File: src/inc/scob_pkg.sv
package scob_pkg;
    // Datapath geometry
    localparam int SCOB_WORD_W = 16;
    localparam int SCOB_AMT_W = 4;
    localparam int SCOB_HALF_W = 8;
    localparam int SCOB_LEVEL1_STEP = 4;
    localparam int SCOB_REG_ADDR_W = 8;
    localparam int SCOB_REG_DATA_W = 16;

    // Shift selection codes {shift_sel_hi, shift_sel_lo}
    localparam logic [1:0] SCOB_SEL_NONE = 2'h0;
    localparam logic [1:0] SCOB_SEL_RIGHT = 2'h1;
    localparam logic [1:0] SCOB_SEL_LEFT = 2'h2;
    localparam logic [1:0] SCOB_SEL_CIRC = 2'h3;

    // Microprogram word: opcode in the first four bits, literal in the low bits
    localparam int SCOB_OP_MSB = 15;
    localparam int SCOB_OP_LSB = 12;
    localparam int SCOB_LIT_MSB = 3;
    localparam int SCOB_LIT_LSB = 0;
    localparam logic [3:0] SCOB_OP_LIT_A = 4'hC;
    localparam logic [3:0] SCOB_OP_LIT_B = 4'hD;

    // Register map
    localparam logic [7:0] SCOB_ADDR_AMOUNT = 8'h00;
    localparam logic [7:0] SCOB_ADDR_BUFFER = 8'h04;
    localparam logic [7:0] SCOB_ADDR_STATUS = 8'h08;
    localparam int SCOB_AMOUNT_LSB = 0;
    localparam int SCOB_COMP_LSB = 4;
    localparam int SCOB_STAT_WRAP_BIT = 0;
    localparam int SCOB_STAT_RIGHT_BIT = 1;
    localparam int SCOB_STAT_LINES_LSB = 4;

    // Values after reset
    localparam logic [3:0] SCOB_AMT_RST = 4'h0;
    localparam logic [15:0] SCOB_WORD_RST = 16'h0000;
    localparam logic [7:0] SCOB_HALF_RST = 8'h00;
endpackage : scob_pkg

File: src/verilog/scob_amount.sv
module scob_amount
    import scob_pkg::*;
#(
    parameter int AMT_W = SCOB_AMT_W
)
(
    input wire logic clk_i,
    input wire logic rst_n_i,
    input wire logic clear_i,
    input wire logic lit_load_i,
    input wire logic [AMT_W-1:0] lit_i,
    input wire logic shifter_load_i,
    input wire logic [AMT_W-1:0] shifter_i,
    input wire logic compl_load_i,
    input wire logic sw_load_i,
    input wire logic [AMT_W-1:0] sw_i,
    output logic [AMT_W-1:0] amount_o,
    output logic [AMT_W-1:0] complement_o
);
    logic [AMT_W-1:0] amount_q;
    logic [AMT_W-1:0] amount_d;

    generate
        if (AMT_W < 2)
        begin : g_bad_width
            $error("scob_amount: AMT_W must be at least 2");
        end
    endgenerate

    // Two's complement of the stored amount, modulo 2**AMT_W
    assign complement_o = (~amount_q) + {{(AMT_W-1){1'b0}}, 1'b1};

    // Literal beats shifter load; software write is last
    always_comb
    begin
        amount_d = amount_q;
        if (lit_load_i)
        begin
            amount_d = lit_i;
        end
        else if (shifter_load_i)
        begin
            amount_d = shifter_i;
        end
        else if (compl_load_i)
        begin
            amount_d = complement_o;
        end
        else if (sw_load_i)
        begin
            amount_d = sw_i;
        end
    end

    always_ff @(posedge clk_i or negedge rst_n_i)
    begin
        if (!rst_n_i)
        begin
            amount_q <= SCOB_AMT_RST;
        end
        else if (clear_i)
        begin
            amount_q <= SCOB_AMT_RST;
        end
        else
        begin
            amount_q <= amount_d;
        end
    end

    assign amount_o = amount_q;
endmodule : scob_amount

File: src/verilog/scob_barrel.sv
module scob_barrel
    import scob_pkg::*;
#(
    parameter int W = SCOB_WORD_W,
    parameter int AMT_W = SCOB_AMT_W
)
(
    input wire logic [W-1:0] data_i,
    input wire logic [AMT_W-1:0] amount_i,
    input wire logic right_en_i,
    input wire logic wrap_en_i,
    output logic [W-1:0] data_o
);
    logic [W-1:0] level1;
    logic [W-1:0] rot;
    logic [AMT_W-3:0] amt_hi;
    logic [1:0] amt_lo;

    generate
        if (W != (1 << AMT_W) || AMT_W < 2)
        begin : g_bad_width
            $error("scob_barrel: W must equal 2**AMT_W");
        end
    endgenerate

    assign amt_hi = amount_i[AMT_W-1:2];
    assign amt_lo = amount_i[1:0];

    // Index 0 is the least significant bit; a right rotate by s
    // takes bit i from bit i+s. Wrapped bits land in the top s places.
    for (genvar i = 0; i < W; i++)
    begin : g_bit
        assign level1[i] = data_i[(i + SCOB_LEVEL1_STEP * int'(amt_hi)) % W];
        assign rot[i] = level1[(i + int'(amt_lo)) % W];
        assign data_o[i] = rot[i] & ((i >= W - int'(amount_i)) ? wrap_en_i : right_en_i);
    end
endmodule : scob_barrel

File: src/verilog/scob_top.sv
// Functional notes
// - Output buffer loads on phase-3 with load bit set, else holds.
// - Buffer bit n takes shifter output bit n, all sixteen.
// - Clear resets the output buffer to zero.
// - Buffer drives memory write data, device port and B-select.
// - Opcode 1100 or 1101 in microword loads literal into shift amount.
// - Shifter-load bit loads low four shifter bits into shift amount.
// - Select 00 none, 01 right end-off, 10 left end-off, 11 circular.
// - Amount bits 1,2 steer level one; bits 3,6 steer level two.
// - No shift forces amount lines zero, right high, wrap low.
// - Enable pair 01 left, 10 right, 11 circular; 00 never.
// - Right enable gates rightward data; wrap gates end-around data.
// - Zero amount in left sends zero; circular then drives right only.
// - Complement is the two's complement of the stored amount.
// - Low eight shifter bits feed address register and loop counter.
// - High eight shifter bits feed both base registers.
// - Complement bit reloads the amount with its own complement.
// - Level one moves by fours; level two moves by one to three.
//
// The register addresses and the strobed register port are this design's own decisions.
module scob_top
    import scob_pkg::*;
(
    input wire logic REF_CLK_I,
    input wire logic RESETN_I,
    input wire logic CLEAR_I,
    input wire logic [SCOB_WORD_W-1:0] ADDER_OUT_I,
    input wire logic SHIFT_SEL_HI_I,
    input wire logic SHIFT_SEL_LO_I,
    input wire logic PHASE_THREE_CLOCK_I,
    input wire logic BUFFER_LOAD_BIT_I,
    input wire logic AMOUNT_FROM_SHIFTER_BIT_I,
    input wire logic AMOUNT_COMPLEMENT_BIT_I,
    input wire logic [SCOB_WORD_W-1:0] MICRO_WORD_I,
    input wire logic MICRO_WORD_VALID_I,
    input wire logic [SCOB_REG_ADDR_W-1:0] REG_ADDR_I,
    input wire logic [SCOB_REG_DATA_W-1:0] REG_WDATA_I,
    input wire logic REG_WRITE_I,
    input wire logic REG_READ_I,
    output logic [SCOB_REG_DATA_W-1:0] REG_RDATA_O,
    output logic [SCOB_WORD_W-1:0] SHIFTER_OUT_O,
    output logic [SCOB_HALF_W-1:0] ADDR_CTR_SRC_O,
    output logic [SCOB_HALF_W-1:0] BASE_SRC_O,
    output logic [SCOB_WORD_W-1:0] DPM_WRITE_DATA_O,
    output logic [SCOB_WORD_W-1:0] DEVICE_PORT_DATA_O,
    output logic [SCOB_WORD_W-1:0] B_SELECT_DATA_O,
    output logic RIGHT_ENABLE_O,
    output logic WRAP_ENABLE_O,
    output logic [SCOB_AMT_W-1:0] SHIFT_LINES_O,
    output logic [SCOB_AMT_W-1:0] SHIFT_AMOUNT_O,
    output logic [SCOB_AMT_W-1:0] SHIFT_COMPLEMENT_O
);
    logic [1:0] shift_sel;
    logic [SCOB_AMT_W-1:0] amount;
    logic [SCOB_AMT_W-1:0] complement;
    logic [SCOB_AMT_W-1:0] lines;
    logic right_en;
    logic wrap_en;
    logic amt_zero;
    logic lit_load;
    logic sw_amount_wr;
    logic buf_load;
    logic [SCOB_WORD_W-1:0] shift_comb;
    logic [SCOB_WORD_W-1:0] mem_out_buffer_q;
    logic [SCOB_WORD_W-1:0] shifter_out_q;
    logic [SCOB_HALF_W-1:0] addr_ctr_src_q;
    logic [SCOB_HALF_W-1:0] base_src_q;
    logic right_en_q;
    logic wrap_en_q;
    logic [SCOB_AMT_W-1:0] lines_q;
    logic [SCOB_AMT_W-1:0] amount_q;
    logic [SCOB_AMT_W-1:0] complement_q;
    logic [SCOB_REG_DATA_W-1:0] rdata_q;
    logic [SCOB_REG_DATA_W-1:0] rdata_d;

    assign shift_sel = {SHIFT_SEL_HI_I, SHIFT_SEL_LO_I};
    assign lit_load = MICRO_WORD_VALID_I
        && (MICRO_WORD_I[SCOB_OP_MSB:SCOB_OP_LSB] == SCOB_OP_LIT_A
        || MICRO_WORD_I[SCOB_OP_MSB:SCOB_OP_LSB] == SCOB_OP_LIT_B);
    assign sw_amount_wr = REG_WRITE_I && (REG_ADDR_I == SCOB_ADDR_AMOUNT);
    assign buf_load = PHASE_THREE_CLOCK_I && BUFFER_LOAD_BIT_I;
    assign amt_zero = (amount == SCOB_AMT_RST);

    // Left shifts rely on the microprogram having stored the complement
    // first; this block does not negate on the fly.
    scob_amount #(
        .AMT_W(SCOB_AMT_W)
    ) u_amount (
        .clk_i(REF_CLK_I),
        .rst_n_i(RESETN_I),
        .clear_i(CLEAR_I),
        .lit_load_i(lit_load),
        .lit_i(MICRO_WORD_I[SCOB_LIT_MSB:SCOB_LIT_LSB]),
        .shifter_load_i(AMOUNT_FROM_SHIFTER_BIT_I),
        .shifter_i(shift_comb[SCOB_AMT_W-1:0]),
        .compl_load_i(AMOUNT_COMPLEMENT_BIT_I),
        .sw_load_i(sw_amount_wr),
        .sw_i(REG_WDATA_I[SCOB_AMT_W-1:0]),
        .amount_o(amount),
        .complement_o(complement)
    );

    // Shift control decode
    always_comb
    begin
        lines = SCOB_AMT_RST;
        right_en = 1'b1;
        wrap_en = 1'b0;
        case (shift_sel)
            SCOB_SEL_NONE:
            begin
                lines = SCOB_AMT_RST;
                right_en = 1'b1;
                wrap_en = 1'b0;
            end
            SCOB_SEL_RIGHT:
            begin
                lines = amount;
                right_en = 1'b1;
                wrap_en = 1'b0;
            end
            SCOB_SEL_LEFT:
            begin
                lines = amount;
                right_en = 1'b0;
                wrap_en = 1'b1;
            end
            SCOB_SEL_CIRC:
            begin
                lines = amount;
                right_en = 1'b1;
                wrap_en = !amt_zero;
            end
            default:
            begin
                lines = SCOB_AMT_RST;
                right_en = 1'b1;
                wrap_en = 1'b0;
            end
        endcase
    end

    // lines[3:2] are amount bits 1,2; lines[1:0] are bits 3,6
    scob_barrel #(
        .W(SCOB_WORD_W),
        .AMT_W(SCOB_AMT_W)
    ) u_barrel (
        .data_i(ADDER_OUT_I),
        .amount_i(lines),
        .right_en_i(right_en),
        .wrap_en_i(wrap_en),
        .data_o(shift_comb)
    );

    // Output buffer
    always_ff @(posedge REF_CLK_I or negedge RESETN_I)
    begin
        if (!RESETN_I)
        begin
            mem_out_buffer_q <= SCOB_WORD_RST;
        end
        else if (CLEAR_I)
        begin
            mem_out_buffer_q <= SCOB_WORD_RST;
        end
        else if (buf_load)
        begin
            mem_out_buffer_q <= shift_comb;
        end
    end

    // Registered shifter fan-out
    always_ff @(posedge REF_CLK_I or negedge RESETN_I)
    begin
        if (!RESETN_I)
        begin
            shifter_out_q <= SCOB_WORD_RST;
            addr_ctr_src_q <= SCOB_HALF_RST;
            base_src_q <= SCOB_HALF_RST;
        end
        else
        begin
            shifter_out_q <= shift_comb;
            addr_ctr_src_q <= shift_comb[SCOB_HALF_W-1:0];
            base_src_q <= shift_comb[SCOB_WORD_W-1:SCOB_HALF_W];
        end
    end

    // Observation copies of the control lines
    always_ff @(posedge REF_CLK_I or negedge RESETN_I)
    begin
        if (!RESETN_I)
        begin
            right_en_q <= 1'b1;
            wrap_en_q <= 1'b0;
            lines_q <= SCOB_AMT_RST;
            amount_q <= SCOB_AMT_RST;
            complement_q <= SCOB_AMT_RST;
        end
        else
        begin
            right_en_q <= right_en;
            wrap_en_q <= wrap_en;
            lines_q <= lines;
            amount_q <= amount;
            complement_q <= complement;
        end
    end

    // Register read port; unmapped addresses read zero
    always_comb
    begin
        rdata_d = '0;
        case (REG_ADDR_I)
            SCOB_ADDR_AMOUNT:
            begin
                rdata_d[SCOB_AMOUNT_LSB +: SCOB_AMT_W] = amount;
                rdata_d[SCOB_COMP_LSB +: SCOB_AMT_W] = complement;
            end
            SCOB_ADDR_BUFFER:
            begin
                rdata_d = mem_out_buffer_q;
            end
            SCOB_ADDR_STATUS:
            begin
                rdata_d[SCOB_STAT_WRAP_BIT] = wrap_en;
                rdata_d[SCOB_STAT_RIGHT_BIT] = right_en;
                rdata_d[SCOB_STAT_LINES_LSB +: SCOB_AMT_W] = lines;
            end
            default:
            begin
                rdata_d = '0;
            end
        endcase
    end

    // Data stands only in the cycle after the read strobe
    always_ff @(posedge REF_CLK_I or negedge RESETN_I)
    begin
        if (!RESETN_I)
        begin
            rdata_q <= '0;
        end
        else if (REG_READ_I)
        begin
            rdata_q <= rdata_d;
        end
        else
        begin
            rdata_q <= '0;
        end
    end

    assign REG_RDATA_O = rdata_q;
    assign SHIFTER_OUT_O = shifter_out_q;
    assign ADDR_CTR_SRC_O = addr_ctr_src_q;
    assign BASE_SRC_O = base_src_q;
    assign DPM_WRITE_DATA_O = mem_out_buffer_q;
    assign DEVICE_PORT_DATA_O = mem_out_buffer_q;
    assign B_SELECT_DATA_O = mem_out_buffer_q;
    assign RIGHT_ENABLE_O = right_en_q;
    assign WRAP_ENABLE_O = wrap_en_q;
    assign SHIFT_LINES_O = lines_q;
    assign SHIFT_AMOUNT_O = amount_q;
    assign SHIFT_COMPLEMENT_O = complement_q;
endmodule : scob_top

File: config.mk
export PLATFORM = sky130hd
export DESIGN_NAME = scob_top
export DESIGN_NICKNAME = d
export VERILOG_FILES = /design/src/inc/scob_pkg.sv /design/src/verilog/scob_amount.sv /design/src/verilog/scob_barrel.sv /design/src/verilog/scob_top.sv
export SDC_FILE = /design/constraint.sdc
export NUM_CORES = 1
export LEC_CHECK = 0
export BUFFER_PORTS_ARGS = -buffer_cell sky130_fd_sc_hd__buf_2
export CAP_MARGIN = 15
export CORE_ASPECT_RATIO = 1.1
export CORE_UTILIZATION = 30
export CTS_CLUSTER_DIAMETER = 30
export DETAILED_ROUTE_END_ITERATION = 8
export GPL_ROUTABILITY_DRIVEN = 0
export PLACE_DENSITY = 0.63
export SYNTH_ARGS = -nofsm -noshare
export SYNTH_HDL_FRONTEND = slang
export SYNTH_HIERARCHICAL = 1
export SYNTH_SLANG_ARGS = --single-unit
File: constraint.sdc
create_clock -name REF_CLK_I -period 3.5 [get_ports REF_CLK_I]
set_input_delay 0.35 -clock REF_CLK_I [delete_from_list [all_inputs] [get_ports REF_CLK_I]]
set_output_delay 0.35 -clock REF_CLK_I [all_outputs]
set_load 0.02 [all_outputs]
==> reports/metrics.csv, run 1 <==
metric,value,unit
met1 usage,20.75,%
total CTS buffers,9,
Port Buffers,156,
Slew headroom,44.12,%
Max Clock Skew,4.686,ps
Peak Freq,318.7,MHz
HP Class,input pin to async pin,
Die Footprint,0.01576,mm^2
# IOs,178,
Critical Path Fanout Max,8,
first-pass GRT wire length,19.88,mm
"area leader, netlist",dfrtp_1,
Avg Inst Size Synth,10.02,um^2
ys flop type,dfrtp_1,
Switch Pwr,1217,uW
Worst EP arrival,3390,ps
met3 Resource Use GR,2.170,%
Slew @ Worst Pin,838.2,ps
max_cap viols,0,
CP endpoint kind,flip-flop,
area of the mapped netlist,0.004577,mm^2
cell family with most CP delay,simple AND/OR/NAND/NOR gates,
DRT antenna net count,0,
final hold slack,120.6,ps
area occupied by multi-input gates,0.002356,mm^2
internal cell power,1979,uW
fill cell count,1449,
nets,640,
vias per inst,5.025,
row cnt,46,
initial antenna violation count,0,
required time worst endpoint,3750,ps
Max Root-Sink Buffers,2,
Skew-Pair Late Insertion Delay,320,ps
CTS sink count,66,
"Seq/Total Area, Yosys",36.11,%
Reg power frac,29.9,%
share of synthesized registers carrying an async set or reset,100.0,%
hold buffer count at CTS,0,
PwrDens,578.6,mW/mm^2
# diodes,0,
Comb pwr share,42.1,%
leakage,0.002788,uW
Post-Syn Nets,534,
crit path kind,flip-flop to flip-flop,
crit path cell chain,and2_1 -> inv_1 -> buf_4 -> ha_1 -> buf_4 -> nor2b_1 -> o21ai_0 -> o21ai_0 -> or3b_1 -> nor4b_1 -> nand2_1 -> a21oi_1,
Die Y-Extent,131.5,um
Sw Share,38.07,%
Fin. Hold Viols,0,
"FF+latch count, synth",66,
Slowest cell on crit path,nor4b_1,
RSZ-0062 raised after global routing,false,
Area Growth Syn to Fin,20.67,%
top post-synthesis cells by area,"dfrtp_1, mux4_1, buf_4",
die extent in x,119.8,um
DRT iter0 DRCs,269,
GR peak layer,met2,
vias in the first global route,3750,
status,"finished, final reports clean",
CTS tree,done,
CP bufs+invs,3,
initial core utilization,31.18,%
yosys warns,6,
Clock transition at path regs,50,ps
Congestion Overflow GR,0,
"Setup Fix Bufs, Post-CTS",0,
WL final,12.42,mm
gr usage total,15.98,%
Final period util,89.65,%
"Setup violations, final",0,
top cell type's share of synthesized area,35.54,%
Avg WL per Cell,16.34,um
synthesized instance count,457,
Final HPWL DP,9.420,mm
Max H-tree Level,3,
Max rail drop VDD,0.0002302,V
# DRC,0,
routed vias,3819,
grt met2 use,26.78,%
part of the power in the clock network,28.0,%
ratio of cells with drive above 1 in the final layout,37.68,%
Setup TNS,0,ps
Resized Gates After CTS,0,
Tmin final,3138,ps
crit path launch type,flip-flop,
largest net degree at the start of global routing,67,
TritonRoute pass-1 iters,4,
Post-synth EDFFs,0,
root buffer cell,clkbuf_16,
Register Area,0.001653,mm^2
Max Slew Vio Count,0,
post-synth cell types,60,
total core area,0.01468,mm^2
CP peak stage delay,520,ps
power by group through the flow:
stage	Combinational [uW]	Clock, uW	Sequential, uW
2_1_floorplan	869	0	1090
3_3_place_gp	1320	0	966
3_5_place_dp	1340	0	971
4_1_cts	1340	917	959
5_1_grt	1440	948	971
6_report	1340	896	955
state kept, by name, indices dropped and copies added (netlist names):
register	flops
SHIFT_COMPLEMENT_O	4
ADDR_CTR_SRC_O	7
B_SELECT_DATA_O	16
WRAP_ENABLE_O	1
SHIFT_AMOUNT_O	4
RIGHT_ENABLE_O	1
u_amount/amount_o	4
SHIFT_LINES_O	4
BASE_SRC_O	8
REG_RDATA_O	16
SHIFTER_OUT_O	1
area by class of cell:
cell class / instances / share of cell area, %
inverters: 13 / 0.8836
flip-flops and latches: 66 / 29.93
multi-input cells: 299 / 42.66
clock buffers: 12 / 4.644
well taps: 192 / 4.350
clock inverters: 4 / 0.9062
repair buffers: 174 / 16.63
through the flow:
step / total power [uW] / cell area [um^2] / std cells / utilization, % / setup WS, ps
3_3_place_gp: 2289 / 5216 / 744 / 35.54 / 158.0
5_1_grt: 3360 / 5523 / 760 / 37.63 / 229.2
6_report: 3196 / 5523 / 760 / 37.63 / 362.1
2_1_floorplan: 1960 / 4583 / 457 / - / -6.683
4_1_cts: 3218 / 5523 / 760 / 37.63 / 378.0
3_5_place_dp: 2307 / 5216 / 744 / 35.54 / 128.5
placed cells by master, fill, tap and decap left out, types with 2 or more instances in the layout:
cell type / n
buf_2: 155
nand2_1: 66
dfrtp_1: 65
mux2i_1: 29
nor2_1: 25
a21oi_1: 23
buf_4: 19
mux4_1: 15
and2_1: 14
o21ai_0: 14
inv_1: 12
mux4_2: 11
nor2b_1: 10
nand3_1: 10
nor3_1: 9
clkbuf_16: 9
ha_1: 9
nor4_1: 4
a221oi_1: 4
nand3b_1: 4
xnor2_1: 4
a221o_1: 4
o22ai_1: 4
or2_1: 3
nor3b_1: 3
nand2b_1: 2
clkbuf_8: 2
clkinvlp_4: 2
a31oi_1: 2
nor4b_1: 2
logic make-up (layout without fill, tap and decap cells):
logic type	after synthesis	after routing	synth area share, %
buf+inv	92	203	12.52
simple gates	167	167	18.62
fa+ha+maj	9	9	2.460
xor+xnor	4	4	0.7654
compound gates	63	63	8.912
mux	56	56	20.61
flops	66	66	36.11
cell usage after synthesis (all sizes together), types with 2 or more instances:
| master | instances |
|---|---|
| nand2 | 66 |
| dfrtp | 65 |
| buf | 63 |
| mux2i | 29 |
| mux4 | 26 |
| nor2 | 26 |
| a21oi | 23 |
| clkbuf | 16 |
| and2 | 15 |
| o21ai | 14 |
| inv | 13 |
| nand3 | 11 |
| nor2b | 11 |
| nor3 | 10 |
| ha | 9 |
| nor4 | 5 |
| or2 | 5 |
| a221o | 4 |
| a221oi | 4 |
| nand3b | 4 |
| o22ai | 4 |
| xnor2 | 4 |
| nor3b | 3 |
| a31oi | 2 |
| and4 | 2 |
| nand2b | 2 |
| nor4b | 2 |
path summary, 6_finish.rpt:
kind                                 startpoint  cells after the start                    end  slack (ps)
setup reg to reg           u_amount/amount_o[3]                     12    B_SELECT_DATA_O[11]         360
min in group REF_CLK_I          MICRO_WORD_I[2]                      3   u_amount/amount_o[2]         310
hold reg to reg            u_amount/amount_o[0]                      1  SHIFT_COMPLEMENT_O[0]         540
hold / removal                         RESETN_I                      1  SHIFT_COMPLEMENT_O[3]         120
max in group asynchronous              RESETN_I                      1     B_SELECT_DATA_O[7]        2820
setup / recovery           u_amount/amount_o[3]                     12    B_SELECT_DATA_O[11]         360
per-layer routing:
| metal | vias up | wire length [um] |
|---|---|---|
| met5 | - | 0 |
| met4 | 0 | 182 |
| met3 | 12 | 628 |
| met2 | 182 | 6103 |
| met1 | 1834 | 5506 |
| li1 | 1791 | - |
Power figures use the tool's default switching activity.
==> run 2: changes to the inputs <==
Settings changed: ABC_AREA set to 1.
==> run 2 against run 1 <==
Effect of this change: non-clock buffer count shrank 9; clock-buffer cell count shrank 2; routed wire length grew 0.38%; maximum frequency grew 9.7%; sequential power grew 6%; die area shrank 3.9%; worst setup slack gained 280 ps; clock skew grew 2.5 ps; largest cell class unchanged; the run now ends with design-rule violations left.
==> reports/metrics.csv, run 2 <==
metric,value,unit
worst reg-to-reg setup slack,640,ps
leakage,0.002983,uW
Congestion Overflow GR,0,
PwrDens,673.6,mW/mm^2
Setup TNS,0,ps
"FF+latch count, synth",66,
crit path cell chain,inv_1 -> nor2_1 -> inv_2 -> ha_1 -> clkinv_1 -> nand3_1 -> nand2_1 -> nand2_1 -> nand2_1 -> nor2_1 -> nand2_1 -> nand2_1 -> a21oi_1 -> nand2_1 -> nand2_1 -> nand2_1,
# diodes,0,
area occupied by multi-input gates,0.001981,mm^2
Post-synth EDFFs,0,
CP endpoint kind,flip-flop,
Sw Share,44.41,%
most used cell along the critical path,nand2_1,
Final HPWL DP,9.591,mm
status,"complete, but fails checks",
total core area,0.01439,mm^2
Setup WS post-layout,639.1,ps
Tmin final,2861,ps
gr usage total,16.52,%
post-synth cell types,28,
Peak Freq,349.5,MHz
"Seq/Total Area, Yosys",37.60,%
pre-CTS setup slack,466.6,ps
first-pass GRT wire length,19.58,mm
"Setup Fix Bufs, Post-CTS",0,
Resized Gates After CTS,0,
vias per inst,4.629,
total CTS buffers,9,
internal cell power,1977,uW
Critical Path Fanout Max,10,
Worst EP arrival,3130,ps
part of the power in the clock network,25.2,%
share of synthesized registers carrying an async set or reset,100.0,%
vias in the first global route,3854,
max_cap viols,0,
Clock transition at path regs,50,ps
Comb pwr share,46.3,%
Finished Cell Area,0.005279,mm^2
Avg WL per Cell,13.49,um
Final period util,81.74,%
CP bufs+invs,3,
Slew @ Worst Pin,945.9,ps
crit path kind,flip-flop to flip-flop,
CTS sink count,66,
fill cell count,1545,
yosys warns,6,
Port Buffers,156,
"area leader, netlist",dfrtp_1,
HP Class,input pin to async pin,
area of the mapped netlist,0.004395,mm^2
Register Area,0.001653,mm^2
row cnt,46,
Max H-tree Level,3,
top post-synthesis cells by area,"dfrtp_1, nand3_1, nand2_1",
final hold slack,171.5,ps
ratio of cells with drive above 1 in the final layout,27.73,%
CP peak stage delay,510,ps
nets,804,
# IOs,178,
CTS tree,done,
Max Clock Skew,7.159,ps
Max Root-Sink Buffers,2,
largest net degree at the start of global routing,43,
"top cells by count, synth","nand2_1, nand3_1, dfrtp_1, inv_1, nor2_1",
Reg power frac,28.5,%
failing checks,design-rule violations,
WL final,12.47,mm
"Setup violations, final",0,
DRT iter0 DRCs,308,
Slew headroom,36.94,%
routed vias,4277,
Slowest cell on crit path,dfrtp_1,
RSZ-0062 raised after global routing,false,
placed cell areas,0.004974,mm^2
Max Slew Vio Count,0,
ys flop type,dfrtp_1,
Skew-Pair Late Insertion Delay,330,ps
top cell type's share of synthesized area,37.01,%
DRT antenna net count,0,
Max rail drop VDD,0.0002301,V
synthesized instance count,619,
Post-Syn Nets,696,
crit path launch type,flip-flop,
hold buffer count at CTS,0,
root buffer cell,clkbuf_16,
required time worst endpoint,3770,ps
TritonRoute pass-1 iters,9,
# DRC,2,
die extent in x,117.4,um
initial core utilization,30.55,%
Area Growth Syn to Fin,20.10,%
cell family with most CP delay,simple AND/OR/NAND/NOR gates,
Fin. Hold Viols,0,
Die Y-Extent,129.0,um
initial antenna violation count,0,
"commonest non-fill, non-tap cell in the layout",nand2_1,
most frequent cells in the layout,"nand2_1, buf_2, nand3_1",
most common cell in the netlist,nand2_1,
Switch Pwr,1579,uW
Avg Inst Size Synth,7.101,um^2
Die Footprint,0.01514,mm^2
## run 2: cell types whose count changed after synthesis, sizes merged, moves of 22 or more
cell   delta
mux4     -26
inv      +50
nand2    +98
nor2     +35
o21ai    +22
mux2i    -29
nand3   +121
## run 2: stage by stage
step                      utilization [%]  power, uW  instances
after detailed placement            34.57       2673        908
after global placement              34.57       2665        908
after global routing                36.69       3796        924
after floorplan                         -       2307        619
final                               36.69       3556        924
after CTS                           36.69       3587        924
## run 2: final cells by class
cell class | instances | share of cell area [%]
multi-input cells | 420 | 37.52
clock inverters | 6 | 1.256
repair buffers | 165 | 16.07
well taps | 192 | 4.551
flip-flops and latches | 66 | 31.31
inverters | 65 | 4.764
clock buffers | 10 | 4.527
## run 2: final timing paths
check | from | to | cells after the start
worst min-delay path | RESETN_I | SHIFT_AMOUNT_O[0] | 1
worst max register to register | u_amount/amount_o[0] | u_amount/amount_o[3] | 16
min in group REF_CLK_I | CLEAR_I | B_SELECT_DATA_O[7] | 2
worst min register to register | B_SELECT_DATA_O[11] | REG_RDATA_O[11] | 2
max in group asynchronous | RESETN_I | B_SELECT_DATA_O[11] | 2
worst max-delay path | u_amount/amount_o[0] | u_amount/amount_o[3] | 16
## run 2: layer usage
layer / global-route usage, % / part of all wire [%] / wire, um / vias to the layer above
li1: - / - / - / 2144
met1: 21.22 / 46 / 5688 / 1962
met5: 0 / 0 / 0 / -
met3: 2.970 / 4.7 / 587 / 16
met4: 6.723 / 1.6 / 205 / 0
met2: 27.53 / 48 / 5986 / 155
## run 2: power by group through the flow
stage / clock [uW] / combinational (uW) / sequential (uW)
2_1_floorplan: 0 / 1100 / 1210
3_3_place_gp: 0 / 1640 / 1030
3_5_place_dp: 0 / 1640 / 1030
4_1_cts: 918 / 1650 / 1020
5_1_grt: 951 / 1810 / 1030
6_report: 897 / 1650 / 1010
## run 2: cells by family (layout without fill, tap and decap cells)
logic type,count (synthesis),count (layout),share of synthesized area (%)
buffers and inverters,133,246,17.39
adders and majority gates,9,9,2.562
DFF,66,66,37.60
and+or+nand+nor,362,362,36.69
AOI/OAI and AO/OA,49,49,5.750
